**config.mk**
```make
export PLATFORM = sky130hd
export DESIGN_NAME = cmdd_engine
export DESIGN_NICKNAME = d
export VERILOG_FILES = /design/src/cmdd_ctx_ram.v /design/src/cmdd_irq_filter.v /design/src/cmdd_engine.v
export VERILOG_INCLUDE_DIRS = /design/src /design/src/src
export SDC_FILE = /design/constraint.sdc
export NUM_CORES = 2
export LEC_CHECK = 0
export ABC_CLOCK_PERIOD_IN_PS = 22600
export BUFFER_PORTS_ARGS = -buffer_cell sky130_fd_sc_hd__buf_2
export CAP_MARGIN = 20
export CELL_PAD_IN_SITES_DETAIL_PLACEMENT = 1
export CELL_PAD_IN_SITES_GLOBAL_PLACEMENT = 2
export CORE_ASPECT_RATIO = 1.75
export CORE_MARGIN = 8
export CORE_UTILIZATION = 40
export CTS_CLUSTER_SIZE = 12
export DETAILED_ROUTE_END_ITERATION = 10
export PLACE_DENSITY_LB_ADDON = 0.1
export SLEW_MARGIN = 10
export SYNTH_ARGS = -nofsm -noshare
export SYNTH_HDL_FRONTEND = slang
export SYNTH_HIERARCHICAL = 1
export SYNTH_SLANG_ARGS = --single-unit
```
**constraint.sdc**
```tcl
create_clock -name clk -period 22.6 [get_ports clk]
set_clock_uncertainty 0.05 [all_clocks]
set_input_delay 2.26 -clock clk [delete_from_list [all_inputs] [get_ports clk]]
set_output_delay 2.26 -clock clk [all_outputs]
set_load 0.05 [all_outputs]
```
**src/cmdd_regs.vh**
```
`ifndef CMDD_REGS_VH
`define CMDD_REGS_VH

// Register byte offsets on the Wishbone port
`define CMDD_REG_CHSEL 8'h00
`define CMDD_REG_CFG 8'h04
`define CMDD_REG_HEAD 8'h08
`define CMDD_REG_ACT 8'h0c
`define CMDD_REG_STAT 8'h10

// Message descriptor dword offsets
`define CMDD_DESC_BUF 32'h00000000
`define CMDD_DESC_DATA 32'h00000004
`define CMDD_DESC_NEXT 32'h00000008

// Buffer word fields
`define CMDD_BW_OWN 31
`define CMDD_BW_NP 30
`define CMDD_BW_EOM 29
`define CMDD_BLEN_W 14

// Channel configuration fields
`define CMDD_CFG_MSK_DUP 5
`define CMDD_CFG_MSK_IDLE 4
`define CMDD_CFG_MSK_MSG 3
`define CMDD_CFG_MSK_EOM 2
`define CMDD_CFG_MSK_INTERNAL_BUFFER_FAULT_EVENT 1
`define CMDD_CFG_PROTO_HI 14
`define CMDD_CFG_PROTO_LO 12
`define CMDD_PROTO_SS7 3'h1
`define CMDD_CFG_SELF 16
`define CMDD_CFG_RESET 32'h00000000

// Event codes
`define CMDD_EV_NONE 4'h0
`define CMDD_EV_DUP 4'h1
`define CMDD_EV_CHANGE_TO_ABORT_EVENT 4'h2
`define CMDD_EV_CHANGE_TO_IDLE_EVENT 4'h3
`define CMDD_EV_SHT 4'h4
`define CMDD_EV_LNG 4'h5
`define CMDD_EV_FCS 4'h6
`define CMDD_EV_ALIGN 4'h7
`define CMDD_EV_ABT 4'h8
`define CMDD_EV_EOM 4'h9
`define CMDD_EV_INTERNAL_BUFFER_FAULT_EVENT 4'ha
`define CMDD_EV_ONR 4'hb
`define CMDD_EV_MISS 4'hc

// Slot states
`define CMDD_SL_IDLE 2'h0
`define CMDD_SL_POLL 2'h1
`define CMDD_SL_PEND 2'h2
`define CMDD_SL_HELD 2'h3

// Poll interval
`define CMDD_POLL_NS 10000
`define CMDD_CLK_MHZ 200

`endif

```
**src/cmdd_ctx_ram.v**
```verilog
`timescale 1ns/1ps
module cmdd_ctx_ram #(
	parameter AW = 3,
	parameter DW = 74
) (
	// Clock
	input wire clk,
	// Write port
	input wire we,
	input wire [AW-1:0] waddr,
	input wire [DW-1:0] wdata,
	// Read port
	input wire [AW-1:0] raddr,
	output reg [DW-1:0] rdata
);
	reg [DW-1:0] mem [0:(1<<AW)-1];

	always @(posedge clk) begin
		if (we) begin
			mem[waddr] <= wdata;
		end
		rdata <= mem[raddr];
	end
endmodule

```
**src/cmdd_irq_filter.v**
```verilog
`timescale 1ns/1ps
`include "cmdd_regs.vh"
module cmdd_irq_filter (
	// Event
	input wire [3:0] code,
	input wire dirRx,
	// Channel configuration word
	input wire [31:0] cfg,
	// Result
	output reg pass
);
	wire mDup = cfg[`CMDD_CFG_MSK_DUP];
	wire mIdle = cfg[`CMDD_CFG_MSK_IDLE];
	wire mMsg = cfg[`CMDD_CFG_MSK_MSG];
	wire mEom = cfg[`CMDD_CFG_MSK_EOM];
	wire mBuff = cfg[`CMDD_CFG_MSK_INTERNAL_BUFFER_FAULT_EVENT];

	always @* begin
		pass = 1'b0;
		case (code)
			`CMDD_EV_DUP: pass = dirRx & ~mDup;
			`CMDD_EV_CHANGE_TO_ABORT_EVENT, `CMDD_EV_CHANGE_TO_IDLE_EVENT, `CMDD_EV_SHT: pass = dirRx & ~mIdle;
			// Check-type errors need both masks set to go quiet
			`CMDD_EV_LNG, `CMDD_EV_FCS, `CMDD_EV_ALIGN: pass = dirRx & ~(mMsg & mEom);
			`CMDD_EV_ABT: pass = dirRx & ~mMsg;
			`CMDD_EV_EOM: pass = ~mEom;
			`CMDD_EV_INTERNAL_BUFFER_FAULT_EVENT: pass = ~mBuff;
			`CMDD_EV_ONR, `CMDD_EV_MISS: pass = ~mBuff;
			default: pass = 1'b0;
		endcase
	end
endmodule

```
**src/cmdd_engine.v**
```verilog
// Contract
// - Unmasked duplicate signalling message raises interrupt
// - Duplicate signalling message always discarded
// - Idle mask gates abort, idle, short events
// - Message mask gates long, check, align, abort; code needs the end mask too for long, check, align
// - Check errors masked only with end mask
// - End-of-message interrupt both directions unless masked
// - Buffer mask gates underflow and overflow interrupts
// - Buffer mask also gates not-ready interrupt
// - Descriptor is three dwords at 0,4,8
// - Check descriptor first, then write status
// - Status holds count, end flag, owner
// - Poll host-owned descriptor, then hand back
// - Never reuse buffer without new grant
// - Opening flag without buffer raises interrupt
// - Never access past data buffer end
// - Channels served independently, own lists
// - Transmit and receive keep separate lists
// - Linked descriptors chain buffers in order
// - Self-servicing mode shares one descriptor
// - Transmit owner bit 1 means device owns
// - No-poll bit chooses poll or wait
//
// The implementer's own choices: the register addresses and register access over Wishbone.
`timescale 1ns/1ps
`include "cmdd_regs.vh"
module cmdd_engine #(
	parameter CW = 2,
	parameter POLL_CYCLES = `CMDD_POLL_NS * `CMDD_CLK_MHZ / 1000
) (
	// Clock and reset
	input wire clk,
	input wire resetn,
	// Wishbone slave
	input wire wb_cyc_i,
	input wire wb_stb_i,
	input wire wb_we_i,
	input wire [7:0] wb_adr_i,
	input wire [3:0] wb_sel_i,
	input wire [31:0] wb_dat_i,
	output reg [31:0] wb_dat_o,
	output reg wb_ack_o,
	// Shared memory master
	output reg memReq,
	output reg memWe,
	output reg [31:0] memAddr,
	output reg [31:0] memWdata,
	input wire memAck,
	input wire [31:0] memRdata,
	// Buffer offer to data path
	output reg bufValid,
	output reg bufDir,
	output reg [CW-1:0] bufChan,
	output reg [31:0] bufAddr,
	output reg [`CMDD_BLEN_W-1:0] bufLen,
	input wire bufReady,
	// Buffer completion from data path
	input wire doneValid,
	input wire doneDir,
	input wire [CW-1:0] doneChan,
	input wire [`CMDD_BLEN_W-1:0] doneCount,
	input wire doneEom,
	input wire [15:0] doneSig,
	output reg doneAck,
	// Line events from data path
	input wire evValid,
	input wire evDir,
	input wire [CW-1:0] evChan,
	input wire [3:0] evCode,
	output reg evReady,
	// Receive opening flag
	input wire openValid,
	input wire [CW-1:0] openChan,
	// Interrupt event out
	output reg irqValid,
	output reg irqDir,
	output reg [CW-1:0] irqChan,
	output reg [3:0] irqCode
);
	localparam NCH = 1 << CW;
	localparam SW = CW + 1;
	localparam NSLOT = 1 << SW;
	localparam BW = `CMDD_BLEN_W;
	localparam RW = BW + 60;
	localparam [15:0] POLL_LAST = POLL_CYCLES - 1;

	localparam ST_SCAN = 4'h0;
	localparam ST_WAIT = 4'h1;
	localparam ST_CTX = 4'h2;
	localparam ST_RD0 = 4'h3;
	localparam ST_RD1 = 4'h4;
	localparam ST_RD2 = 4'h5;
	localparam ST_OFFER = 4'h6;
	localparam ST_WRST = 4'h7;

	integer i;

	reg [1:0] rstPipe_q;
	wire rstn = rstPipe_q[1];

	always @(posedge clk or negedge resetn) begin
		if (!resetn) begin
			rstPipe_q <= 2'h0;
		end else begin
			rstPipe_q <= {rstPipe_q[0], 1'b1};
		end
	end

	reg [3:0] st_q;
	reg [SW-1:0] rr_q;
	reg [SW-1:0] cur_q;
	reg isDone_q;
	reg [BW-1:0] cnt_q;
	reg eomL_q;
	reg [15:0] sig_q;
	reg [29:0] fptr_q;
	reg [BW-1:0] blen_q;
	reg [15:0] pollCnt_q;
	reg pollTick_q;
	reg [1:0] slotSt_q [0:NSLOT-1];
	reg [29:0] headPtr_q [0:NSLOT-1];
	reg [NSLOT-1:0] headLd_q;
	reg [31:0] cfg_q [0:NCH-1];
	reg [15:0] lastSig_q [0:NCH-1];
	reg [NCH-1:0] lastSigV_q;
	reg [SW-1:0] chsel_q;
	reg engEvV_q;
	reg [3:0] engEvCode_q;
	reg [SW-1:0] engEvSlot_q;
	reg missV_q;
	reg [CW-1:0] missChan_q;

	reg ramWe;
	reg [RW-1:0] ramWdata;
	wire [RW-1:0] ramQ;

	cmdd_ctx_ram #(.AW(SW), .DW(RW)) uCtx (
		.clk(clk),
		.we(ramWe),
		.waddr(cur_q),
		.wdata(ramWdata),
		.raddr(cur_q),
		.rdata(ramQ)
	);

	// Context word: {buffer length, next pointer, current pointer}
	wire [BW-1:0] ctxLen = ramQ[RW-1:60];
	wire [29:0] ctxNext = ramQ[59:30];
	wire [29:0] ctxCur = ramQ[29:0];
	wire curRx = cur_q[0];
	wire [CW-1:0] curCh = cur_q[SW-1:1];
	wire [31:0] curCfg = cfg_q[curCh];
	wire curSs7 = curCfg[`CMDD_CFG_PROTO_HI:`CMDD_CFG_PROTO_LO] == `CMDD_PROTO_SS7;
	wire memDone = memReq & memAck;
	// Receive owner bit has inverted sense: 0 means device holds it
	wire devOwn = curRx ? ~memRdata[`CMDD_BW_OWN] : memRdata[`CMDD_BW_OWN];
	wire [BW-1:0] cntClamp = (cnt_q > ctxLen) ? ctxLen : cnt_q;
	wire isDup = curRx & curSs7 & eomL_q & lastSigV_q[curCh] & (sig_q == lastSig_q[curCh]);
	wire wbReq = wb_cyc_i & wb_stb_i & ~wb_ack_o;
	wire [SW-1:0] openSlot = {openChan, 1'b1};
	wire [SW-1:0] selfRx = {curCh, 1'b1};

	// Filter input priority: engine, missing buffer, external
	reg [3:0] fCode;
	reg [SW-1:0] fSlot;
	reg fValid;
	wire fPass;

	always @* begin
		fValid = 1'b0;
		fCode = `CMDD_EV_NONE;
		fSlot = {SW{1'b0}};
		if (engEvV_q) begin
			fValid = 1'b1;
			fCode = engEvCode_q;
			fSlot = engEvSlot_q;
		end else if (missV_q) begin
			fValid = 1'b1;
			fCode = `CMDD_EV_MISS;
			fSlot = {missChan_q, 1'b1};
		end else if (evValid & evReady) begin
			fValid = 1'b1;
			fCode = evCode;
			fSlot = {evChan, evDir};
		end
	end

	cmdd_irq_filter uFilt (
		.code(fCode),
		.dirRx(fSlot[0]),
		.cfg(cfg_q[fSlot[SW-1:1]]),
		.pass(fPass)
	);

	always @* begin
		ramWe = 1'b0;
		ramWdata = ramQ;
		case (st_q)
			ST_CTX: begin
				if (!isDone_q && headLd_q[cur_q]) begin
					ramWe = 1'b1;
					ramWdata = {ctxLen, ctxNext, headPtr_q[cur_q]};
				end
			end
			ST_RD2: begin
				if (memDone) begin
					ramWe = 1'b1;
					ramWdata = {blen_q, memRdata[31:2], fptr_q};
				end
			end
			// Follow the link to the next descriptor
			ST_WRST: begin
				if (memDone) begin
					ramWe = 1'b1;
					ramWdata = {ctxLen, ctxNext, ctxNext};
				end
			end
			default: ramWe = 1'b0;
		endcase
	end

	always @(posedge clk or negedge rstn) begin
		if (!rstn) begin
			pollCnt_q <= 16'h0000;
			pollTick_q <= 1'b0;
		end else begin
			pollTick_q <= (pollCnt_q == POLL_LAST);
			pollCnt_q <= (pollCnt_q == POLL_LAST) ? 16'h0000 : pollCnt_q + 16'h0001;
		end
	end

	always @(posedge clk or negedge rstn) begin
		if (!rstn) begin
			st_q <= ST_SCAN;
			rr_q <= {SW{1'b0}};
			cur_q <= {SW{1'b0}};
			isDone_q <= 1'b0;
			cnt_q <= {BW{1'b0}};
			eomL_q <= 1'b0;
			sig_q <= 16'h0000;
			fptr_q <= 30'h00000000;
			blen_q <= {BW{1'b0}};
			headLd_q <= {NSLOT{1'b0}};
			lastSigV_q <= {NCH{1'b0}};
			chsel_q <= {SW{1'b0}};
			engEvV_q <= 1'b0;
			engEvCode_q <= `CMDD_EV_NONE;
			engEvSlot_q <= {SW{1'b0}};
			missV_q <= 1'b0;
			missChan_q <= {CW{1'b0}};
			for (i = 0; i < NSLOT; i = i + 1) begin
				slotSt_q[i] <= `CMDD_SL_IDLE;
				headPtr_q[i] <= 30'h00000000;
			end
			for (i = 0; i < NCH; i = i + 1) begin
				cfg_q[i] <= `CMDD_CFG_RESET;
				lastSig_q[i] <= 16'h0000;
			end
			memReq <= 1'b0;
			memWe <= 1'b0;
			memAddr <= 32'h00000000;
			memWdata <= 32'h00000000;
			bufValid <= 1'b0;
			bufDir <= 1'b0;
			bufChan <= {CW{1'b0}};
			bufAddr <= 32'h00000000;
			bufLen <= {BW{1'b0}};
			doneAck <= 1'b0;
			evReady <= 1'b0;
			irqValid <= 1'b0;
			irqDir <= 1'b0;
			irqChan <= {CW{1'b0}};
			irqCode <= `CMDD_EV_NONE;
			wb_ack_o <= 1'b0;
			wb_dat_o <= 32'h00000000;
		end else begin
			doneAck <= 1'b0;
			irqValid <= fValid & fPass;
			irqDir <= fSlot[0];
			irqChan <= fSlot[SW-1:1];
			irqCode <= fCode;
			if (engEvV_q) begin
				engEvV_q <= 1'b0;
			end else if (missV_q) begin
				missV_q <= 1'b0;
			end
			// Poll tick wakes every host-owned slot that may poll
			if (pollTick_q) begin
				for (i = 0; i < NSLOT; i = i + 1) begin
					if (slotSt_q[i] == `CMDD_SL_POLL) begin
						slotSt_q[i] <= `CMDD_SL_PEND;
					end
				end
			end
			// Opening flag while no receive buffer is held
			if (openValid && slotSt_q[openSlot] != `CMDD_SL_HELD) begin
				missV_q <= 1'b1;
				missChan_q <= openChan;
			end
			if (memDone) begin
				memReq <= 1'b0;
			end
			case (st_q)
				ST_SCAN: begin
					if (doneValid && !doneAck) begin
						doneAck <= 1'b1;
						cur_q <= {doneChan, doneDir};
						isDone_q <= 1'b1;
						cnt_q <= doneCount;
						eomL_q <= doneEom;
						sig_q <= doneSig;
						st_q <= ST_WAIT;
					end else begin
						// One slot looked at per cycle, so none can starve another
						rr_q <= rr_q + 1'b1;
						if (slotSt_q[rr_q] == `CMDD_SL_PEND) begin
							cur_q <= rr_q;
							isDone_q <= 1'b0;
							st_q <= ST_WAIT;
						end
					end
				end
				ST_WAIT: begin
					st_q <= ST_CTX;
				end
				ST_CTX: begin
					if (isDone_q) begin
						if (isDup) begin
							// Keep the same buffer; the duplicate is dropped
							engEvV_q <= 1'b1;
							engEvCode_q <= `CMDD_EV_DUP;
							engEvSlot_q <= cur_q;
							slotSt_q[cur_q] <= `CMDD_SL_PEND;
							st_q <= ST_SCAN;
						end else begin
							if (curRx && curSs7 && eomL_q) begin
								lastSig_q[curCh] <= sig_q;
								lastSigV_q[curCh] <= 1'b1;
							end
							memReq <= 1'b1;
							memWe <= 1'b1;
							memAddr <= {ctxCur, 2'b00} + `CMDD_DESC_BUF;
							// Owner flips back to the host in either sense
							memWdata <= {curRx, 1'b0, eomL_q, {(29-BW){1'b0}}, cntClamp};
							st_q <= ST_WRST;
						end
					end else begin
						fptr_q <= headLd_q[cur_q] ? headPtr_q[cur_q] : ctxCur;
						headLd_q[cur_q] <= 1'b0;
						memReq <= 1'b1;
						memWe <= 1'b0;
						memAddr <= {(headLd_q[cur_q] ? headPtr_q[cur_q] : ctxCur), 2'b00}
							+ `CMDD_DESC_BUF;
						st_q <= ST_RD0;
					end
				end
				ST_RD0: begin
					if (memDone) begin
						if (!devOwn) begin
							slotSt_q[cur_q] <= memRdata[`CMDD_BW_NP] ?
								`CMDD_SL_IDLE : `CMDD_SL_POLL;
							engEvV_q <= 1'b1;
							engEvCode_q <= `CMDD_EV_ONR;
							engEvSlot_q <= cur_q;
							st_q <= ST_SCAN;
						end else begin
							blen_q <= memRdata[BW-1:0];
							memReq <= 1'b1;
							memAddr <= {fptr_q, 2'b00} + `CMDD_DESC_DATA;
							st_q <= ST_RD1;
						end
					end
				end
				ST_RD1: begin
					if (memDone) begin
						bufAddr <= memRdata;
						memReq <= 1'b1;
						memAddr <= {fptr_q, 2'b00} + `CMDD_DESC_NEXT;
						st_q <= ST_RD2;
					end
				end
				ST_RD2: begin
					if (memDone) begin
						bufValid <= 1'b1;
						bufDir <= curRx;
						bufChan <= curCh;
						bufLen <= blen_q;
						st_q <= ST_OFFER;
					end
				end
				ST_OFFER: begin
					if (bufReady) begin
						bufValid <= 1'b0;
						slotSt_q[cur_q] <= `CMDD_SL_HELD;
						st_q <= ST_SCAN;
					end
				end
				ST_WRST: begin
					if (memDone) begin
						slotSt_q[cur_q] <= `CMDD_SL_PEND;
						if (eomL_q) begin
							engEvV_q <= 1'b1;
							engEvCode_q <= `CMDD_EV_EOM;
							engEvSlot_q <= cur_q;
						end
						// Loopback: the finished transmit buffer now belongs to receive
						if (!curRx && curCfg[`CMDD_CFG_SELF]
							&& slotSt_q[selfRx] != `CMDD_SL_HELD) begin
							slotSt_q[selfRx] <= `CMDD_SL_PEND;
						end
						st_q <= ST_SCAN;
					end
				end
				default: st_q <= ST_SCAN;
			endcase
			evReady <= ~(engEvV_q | missV_q) & ~(openValid | (st_q == ST_RD0) | (st_q == ST_WRST));
			// Register port; host activation lands after the engine so it wins
			wb_ack_o <= wbReq;
			if (wbReq) begin
				wb_dat_o <= 32'h00000000;
				case (wb_adr_i)
					`CMDD_REG_CHSEL: begin
						if (wb_we_i && wb_sel_i[0]) begin
							chsel_q <= wb_dat_i[SW-1:0];
						end
						wb_dat_o <= {{(32-SW){1'b0}}, chsel_q};
					end
					`CMDD_REG_CFG: begin
						for (i = 0; i < 4; i = i + 1) begin
							if (wb_we_i && wb_sel_i[i]) begin
								cfg_q[chsel_q[SW-1:1]][i*8 +: 8] <= wb_dat_i[i*8 +: 8];
							end
						end
						wb_dat_o <= cfg_q[chsel_q[SW-1:1]];
					end
					`CMDD_REG_HEAD: begin
						if (wb_we_i && wb_sel_i == 4'hf) begin
							headPtr_q[chsel_q] <= wb_dat_i[31:2];
						end
						wb_dat_o <= {headPtr_q[chsel_q], 2'b00};
					end
					`CMDD_REG_ACT: begin
						for (i = 0; i < 2; i = i + 1) begin
							if (wb_we_i && wb_sel_i[0] && wb_dat_i[i]) begin
								headLd_q[{chsel_q[SW-1:1], i[0]}] <= 1'b1;
								slotSt_q[{chsel_q[SW-1:1], i[0]}] <= `CMDD_SL_PEND;
								// Self-servicing: receive starts on the transmit list
								if (i == 1 && cfg_q[chsel_q[SW-1:1]][`CMDD_CFG_SELF]) begin
									headPtr_q[{chsel_q[SW-1:1], 1'b1}] <=
										headPtr_q[{chsel_q[SW-1:1], 1'b0}];
								end
							end
						end
					end
					`CMDD_REG_STAT: begin
						wb_dat_o <= {{23{1'b0}}, (st_q != ST_SCAN), 4'h0,
							slotSt_q[{chsel_q[SW-1:1], 1'b1}],
							slotSt_q[{chsel_q[SW-1:1], 1'b0}]};
					end
					default: wb_dat_o <= 32'h00000000;
				endcase
			end
		end
	end
endmodule

```
* Word-level counts from Yosys, hierarchy flattened
Memories as Yosys holds them, arrays and structs flattened. A register that Yosys moved wholly into a read port is not among the register bits. Cells that the tools add are included.
Storage, ports and cells: memory bits (writable) 592, input port bits 129, memories 1, register bits 722
Memories:
- uCtx.mem | words 8, width 74, read ports 1, clocked after Yosys merged registers in 1, wr ports 1, line cmdd_ctx_ram.v:16 | reg [DW-1:0] mem [0:(1<<AW)-1];
Cells by class: multiplexer cells 206, reductions and logical operators 57, magnitude comparators 26, equality and inequality tests 55, bitwise gates (word level) 59, $add $sub $neg 4
Operators by type and width (number):
- $mux W128 | 10
- $mux W240 | 3
- $bwmux W128 | 4
- $bwmux W240 | 2
- $pmux W240 S2 | 1
- $mux W30 | 11
- $mux W16 | 19
- $bmux W30 S3 | 3
- $demux W32 S2 | 4
- $mux W32 | 8
- $pmux W74 S3 | 1
- $bmux W32 S2 | 3
- $demux W30 S3 | 2
- $pmux W32 S4 | 1
- $pmux W32 S3 | 1
- $mux W74 | 1
- $mux W8 | 9
- $mux W4 | 17
- $bwmux W64 | 1
- $pmux W16 S4 | 1
- $mux W2 | 22
- $and A8 B8 Y8 | 5
- $not A8 Y8 | 5
- $or A8 B8 Y8 | 5
- other kinds (72) | 268

* Depth between registers and ports, before layout
depth after elaboration 20, gate-level depth with buffers 13, mapped depth without buffers 10

* Cells and area by module
The synthesis kept the hierarchy.
Modules (own cells, without submodules):
- cmdd_engine | times used 1, sequential area each 17967.2 um2, area each 38888.5 um2, cells an instance 3529
- cmdd_ctx_ram | times used 1, sequential area each 19258.5 um2, area each 23747.8 um2, cells an instance 942
- cmdd_irq_filter | times used 1, sequential area each 0.0 um2, area each 97.6 um2, cells an instance 17

* Worst setup path after synthesis
No wires, ideal clock.
path kind input port to flip-flop, start in memAck, end mem uCtx.mem[4][0], enable pin, stages on the path 7, required time 21953 ps, arrival 8280 ps, library setup time 597 ps, slack 13674 ps, cell sequence and2_1 -> clkbuf_1 -> nand3_1 -> clkbuf_1 -> o21ai_0 -> nand2_1 -> nor3_1
On the way: longest elaborated chain between the ends 5
RTL lines:
- from (decl) | line cmdd_engine.v:48 | input wire memAck,
- $and A1 B1 Y1 | line cmdd_engine.v:154 | wire memDone = memReq & memAck;
- $mux W1 | line cmdd_engine.v:206, cmdd_engine.v:213
- $pmux W1 S2 | line cmdd_engine.v:198 | case (st_q)
- net ramWe | line cmdd_engine.v:133 | reg ramWe;
- $mux W1 | line cmdd_ctx_ram.v:19 | if (we) begin
- $mux W1 (implied by the code) | line cmdd_ctx_ram.v:20 | mem[waddr] <= wdata;
- to (decl) | line cmdd_ctx_ram.v:16
The timed path passes the listed nets, and every way through them passes these cells.

* Worst setup path in the final report
start reg cur_q[2], end mem uCtx.mem[0][73], enable pin
On the way: longest elaborated chain between the ends 7
RTL lines:
- from (decl) | line cmdd_engine.v:111 | reg [SW-1:0] cur_q;
- from (signal assigned) | line cmdd_engine.v:236 | cur_q <= {SW{1'b0}};
- from (signal assigned) | line cmdd_engine.v:307 | cur_q <= {doneChan, doneDir};
- from (signal assigned) | line cmdd_engine.v:317 | cur_q <= rr_q;
- $bmux W1 S3 | line cmdd_engine.v:200 | if (!isDone_q && headLd_q[cur_q]) begin
- $mux W1 (implied by the code) | line cmdd_engine.v:200
- $logic_and A1 B1 Y1 | line cmdd_engine.v:200
- $mux W1 | line cmdd_engine.v:200
- $pmux W1 S2 | line cmdd_engine.v:198
- net ramWe | line cmdd_engine.v:133
- $mux W1 | line cmdd_ctx_ram.v:19
- $mux W1 (implied by the code) | line cmdd_ctx_ram.v:20
The timed path passes the listed nets, and every way through them passes these cells. The select of a mux whose other input is x is not followed.

==> impl_metrics.csv <==
group,metric,value,unit
outcome,status,"complete, no violations",
critical_path,path_class,"flop to flop",
placed_design,dp_cells,6553,
clock_tree,cts_max_level,4,
critical_path,cp_slowest_cell,"o21ai_0",
power,power.density,123.1,nW/µm²
critical_path,cp_data_arrival_time,6.01,ns
timing,setup_viol,0,
timing,fin_crit_sh,25.05,%
detailed_routing,drtAntennaViolNets,0,
grt,grt_pass1_wl,300500,µm
clock_tree,post_cts_resized,0,
clock_tree,clockBufferDepth,3,
detailed_routing,drtIter0Drc,2625,
timing,rsz0062_at_grt,"no",
timing,min_period,5.662,ns
clock_tree,cts_sinks,1384,
critical_path,timing.critical_path.buf_inv,3,
floorplanning,core.rowCount,191,
power,power_leakage,27.84,nW
placed_design,post-place-ws,16.34,ns
timing,relSlewSlack,21.69,%
detailed_routing,dr.pass1.iters,7,
clock_tree,clk_latency,0.80,ns
floorplanning,die_w,313.9,µm
grt,grt_usage,23.87,%
power,power,8.612,mW
placed_design,hpwl,137400,µm
floorplanning,initial_core_util,40.24,%
placed_design,gp_congestion,0.8331,
layout,final_common_cell,"dfrtp_1",
detailed_routing,drc,0,
critical_path,slowest_delay,0.83,ns
detailed_routing,drt-wirelength-per-cell,29.73,µm
grt,grt_pass1_vias,43520,
timing,finalHoldViolations,0,
placed_design,port-buffer-count,269,
clock_tree,cts_tree,"done",
job,maxCapViolCount,0,
critical_path,cp-end-kind,"flop",
floorplanning,pin_count,288,
clock_tree,hold_buffers,0,
timing,finalSetupTns,0,ns
timing,finalWorstSetupSlack,16.94,ns
synth,syn_inst,4459,
detailed_routing,vias,39700,
critical_path,reg2reg_from,"cur_q[2]$_DFFE_PN0P_",
layout,areaGrowthSynthToFinish,12.61,%
power,peakVddDrop,0.09204,mV
grt,antenna_found_initial,12,
clock_tree,cts_made_buffers,143,
grt,grt_max_degree,85,
floorplanning,dieArea,168700,µm²
layout,drive_above_1_share,29.15,%
min_path,hold_class,"flop to async pin",
layout,fillerInstances,15640,
grt,overflow,0,
timing,tightest_slew,1.166,ns
clock_tree,root_buffer,"clkbuf_16",
critical_path,crit_path_start_kind,"flop",
clock_tree,clkTransAtPathRegs,0.06,ns
floorplanning,core_area,154400,µm²
timing,max_freq,176.6,MHz
critical_path,crit_required,22.95,ns
critical_path,cp_common_cell,"buf_4",
critical_path,path_max_fanout,50,
synth,netlist_area,62120,µm²
layout,layout_common_cells,"dfrtp_1 (710), edfxtp_1 (592), mux2_2 (493), nand2_1 (489), o21ai_0 (318)",
timing,report.final.slew_viol_count,0,
synth,yosysWarningCount,6,
critical_path,reg2reg_to,"uCtx/mem[0][73]$_DFFE_PP_",
layout,nNetsFinal,4820,
detailed_routing,vias_per_cell,5.819,
critical_path,cp_top_family,"simple AND/OR/NAND/NOR gates",
layout,finalNonFillerCells,6823,
detailed_routing,wirelength,202800,µm
synth,syn_area_per_cell,13.93,µm²
floorplanning,die_h,537.3,µm
critical_path,path_cells,"nor2_1, buf_4, a221oi_1, a2bb2oi_4, or2_2, o21ai_0, nand2b_1, nor3_2, buf_4, buf_4",
critical_path,ff2ff_path_depth,10,
critical_path,worst-r2r-setup-slack,16.94,ns
clock_tree,postCtsSetupBuffers,0,
==> area by class of cell <==
class                   count  area [µm²]  share of cell area [%]
multi-input cells        2737       23400                   33.46
well taps                2026        2535                   3.624
clock buffers             233        4088                   5.844
clock inverters            31       397.9                  0.5688
inverters                  39       146.4                  0.2093
flip-flops and latches   1384       37250                   53.26
repair buffers            368        2110                   3.016
diodes                      5       12.51                 0.01789
==> routing by layer <==
| metal | vias up | track usage, % | part of all wire, % |
|---|---|---|---|
| met5 | - | 0 | 0 |
| met4 | 0 | 8.732 | 3.7 |
| met3 | 339 | 2.995 | 3.5 |
| met2 | 941 | 44.35 | 54 |
| met1 | 21130 | 28.01 | 39 |
| li1 | 17300 | - | - |
==> metrics by stage <==
stage	cell area [µm²]	hold WS [ns]	utilization (%)
after floorplan	62180	0.2812	-
after global placement	65420	0.2870	42.38
after detailed placement	65430	0.2905	42.38
after CTS	69910	0.3024	45.29
after global routing	69940	0.3026	45.30
final	69950	0.2622	45.31
==> flip-flops by register name (all words and copies together) (netlist names), 4 cells and up <==
signal      cells
uCtx/rdata     74
memWdata       16
pollCnt_q      16
uCtx/mem      592
headLd_q        8
cfg_q         128
bufAddr        32
sig_q          16
bufLen         14
memAddr        30
headPtr_q     240
irqCode         4
blen_q         14
fptr_q         30
cnt_q          14
wb_dat_o       32
lastSig_q      64
lastSigV_q      4
slotSt_q       16
==> where the power goes <==
part | switching (mW) | leakage [nW] | internal (mW)
combinational | 1.82 | 10.1 | 0.919
clock | 1.04 | 2.16 | 1.27
sequential | 0.372 | 15.6 | 3.19
total | 3.22 | 27.8 | 5.39
==> how the worst max path moves through the flow <==
stage | endpoint | cells after the start | from | slack, ns
final | uCtx/mem[0][73]$_DFFE_PP_ | 10 | cur_q[2]$_DFFE_PN0P_ | 16.94
after global routing | uCtx/mem[0][73]$_DFFE_PP_ | 10 | cur_q[2]$_DFFE_PN0P_ | 16.78
after CTS | uCtx/mem[1][73]$_DFFE_PP_ | 9 | cur_q[2]$_DFFE_PN0P_ | 16.76
after detailed placement | uCtx/mem[1][61]$_DFFE_PP_ | 7 | memAck | 16.34
after global placement | uCtx/mem[1][61]$_DFFE_PP_ | 7 | memAck | 16.44
after floorplan | blen_q[0]$_DFFE_PN0P_ | 0 | rstPipe_q[1]$_DFF_PN0_ | 1.05
No activity file was read; power rests on OpenSTA's default activity.
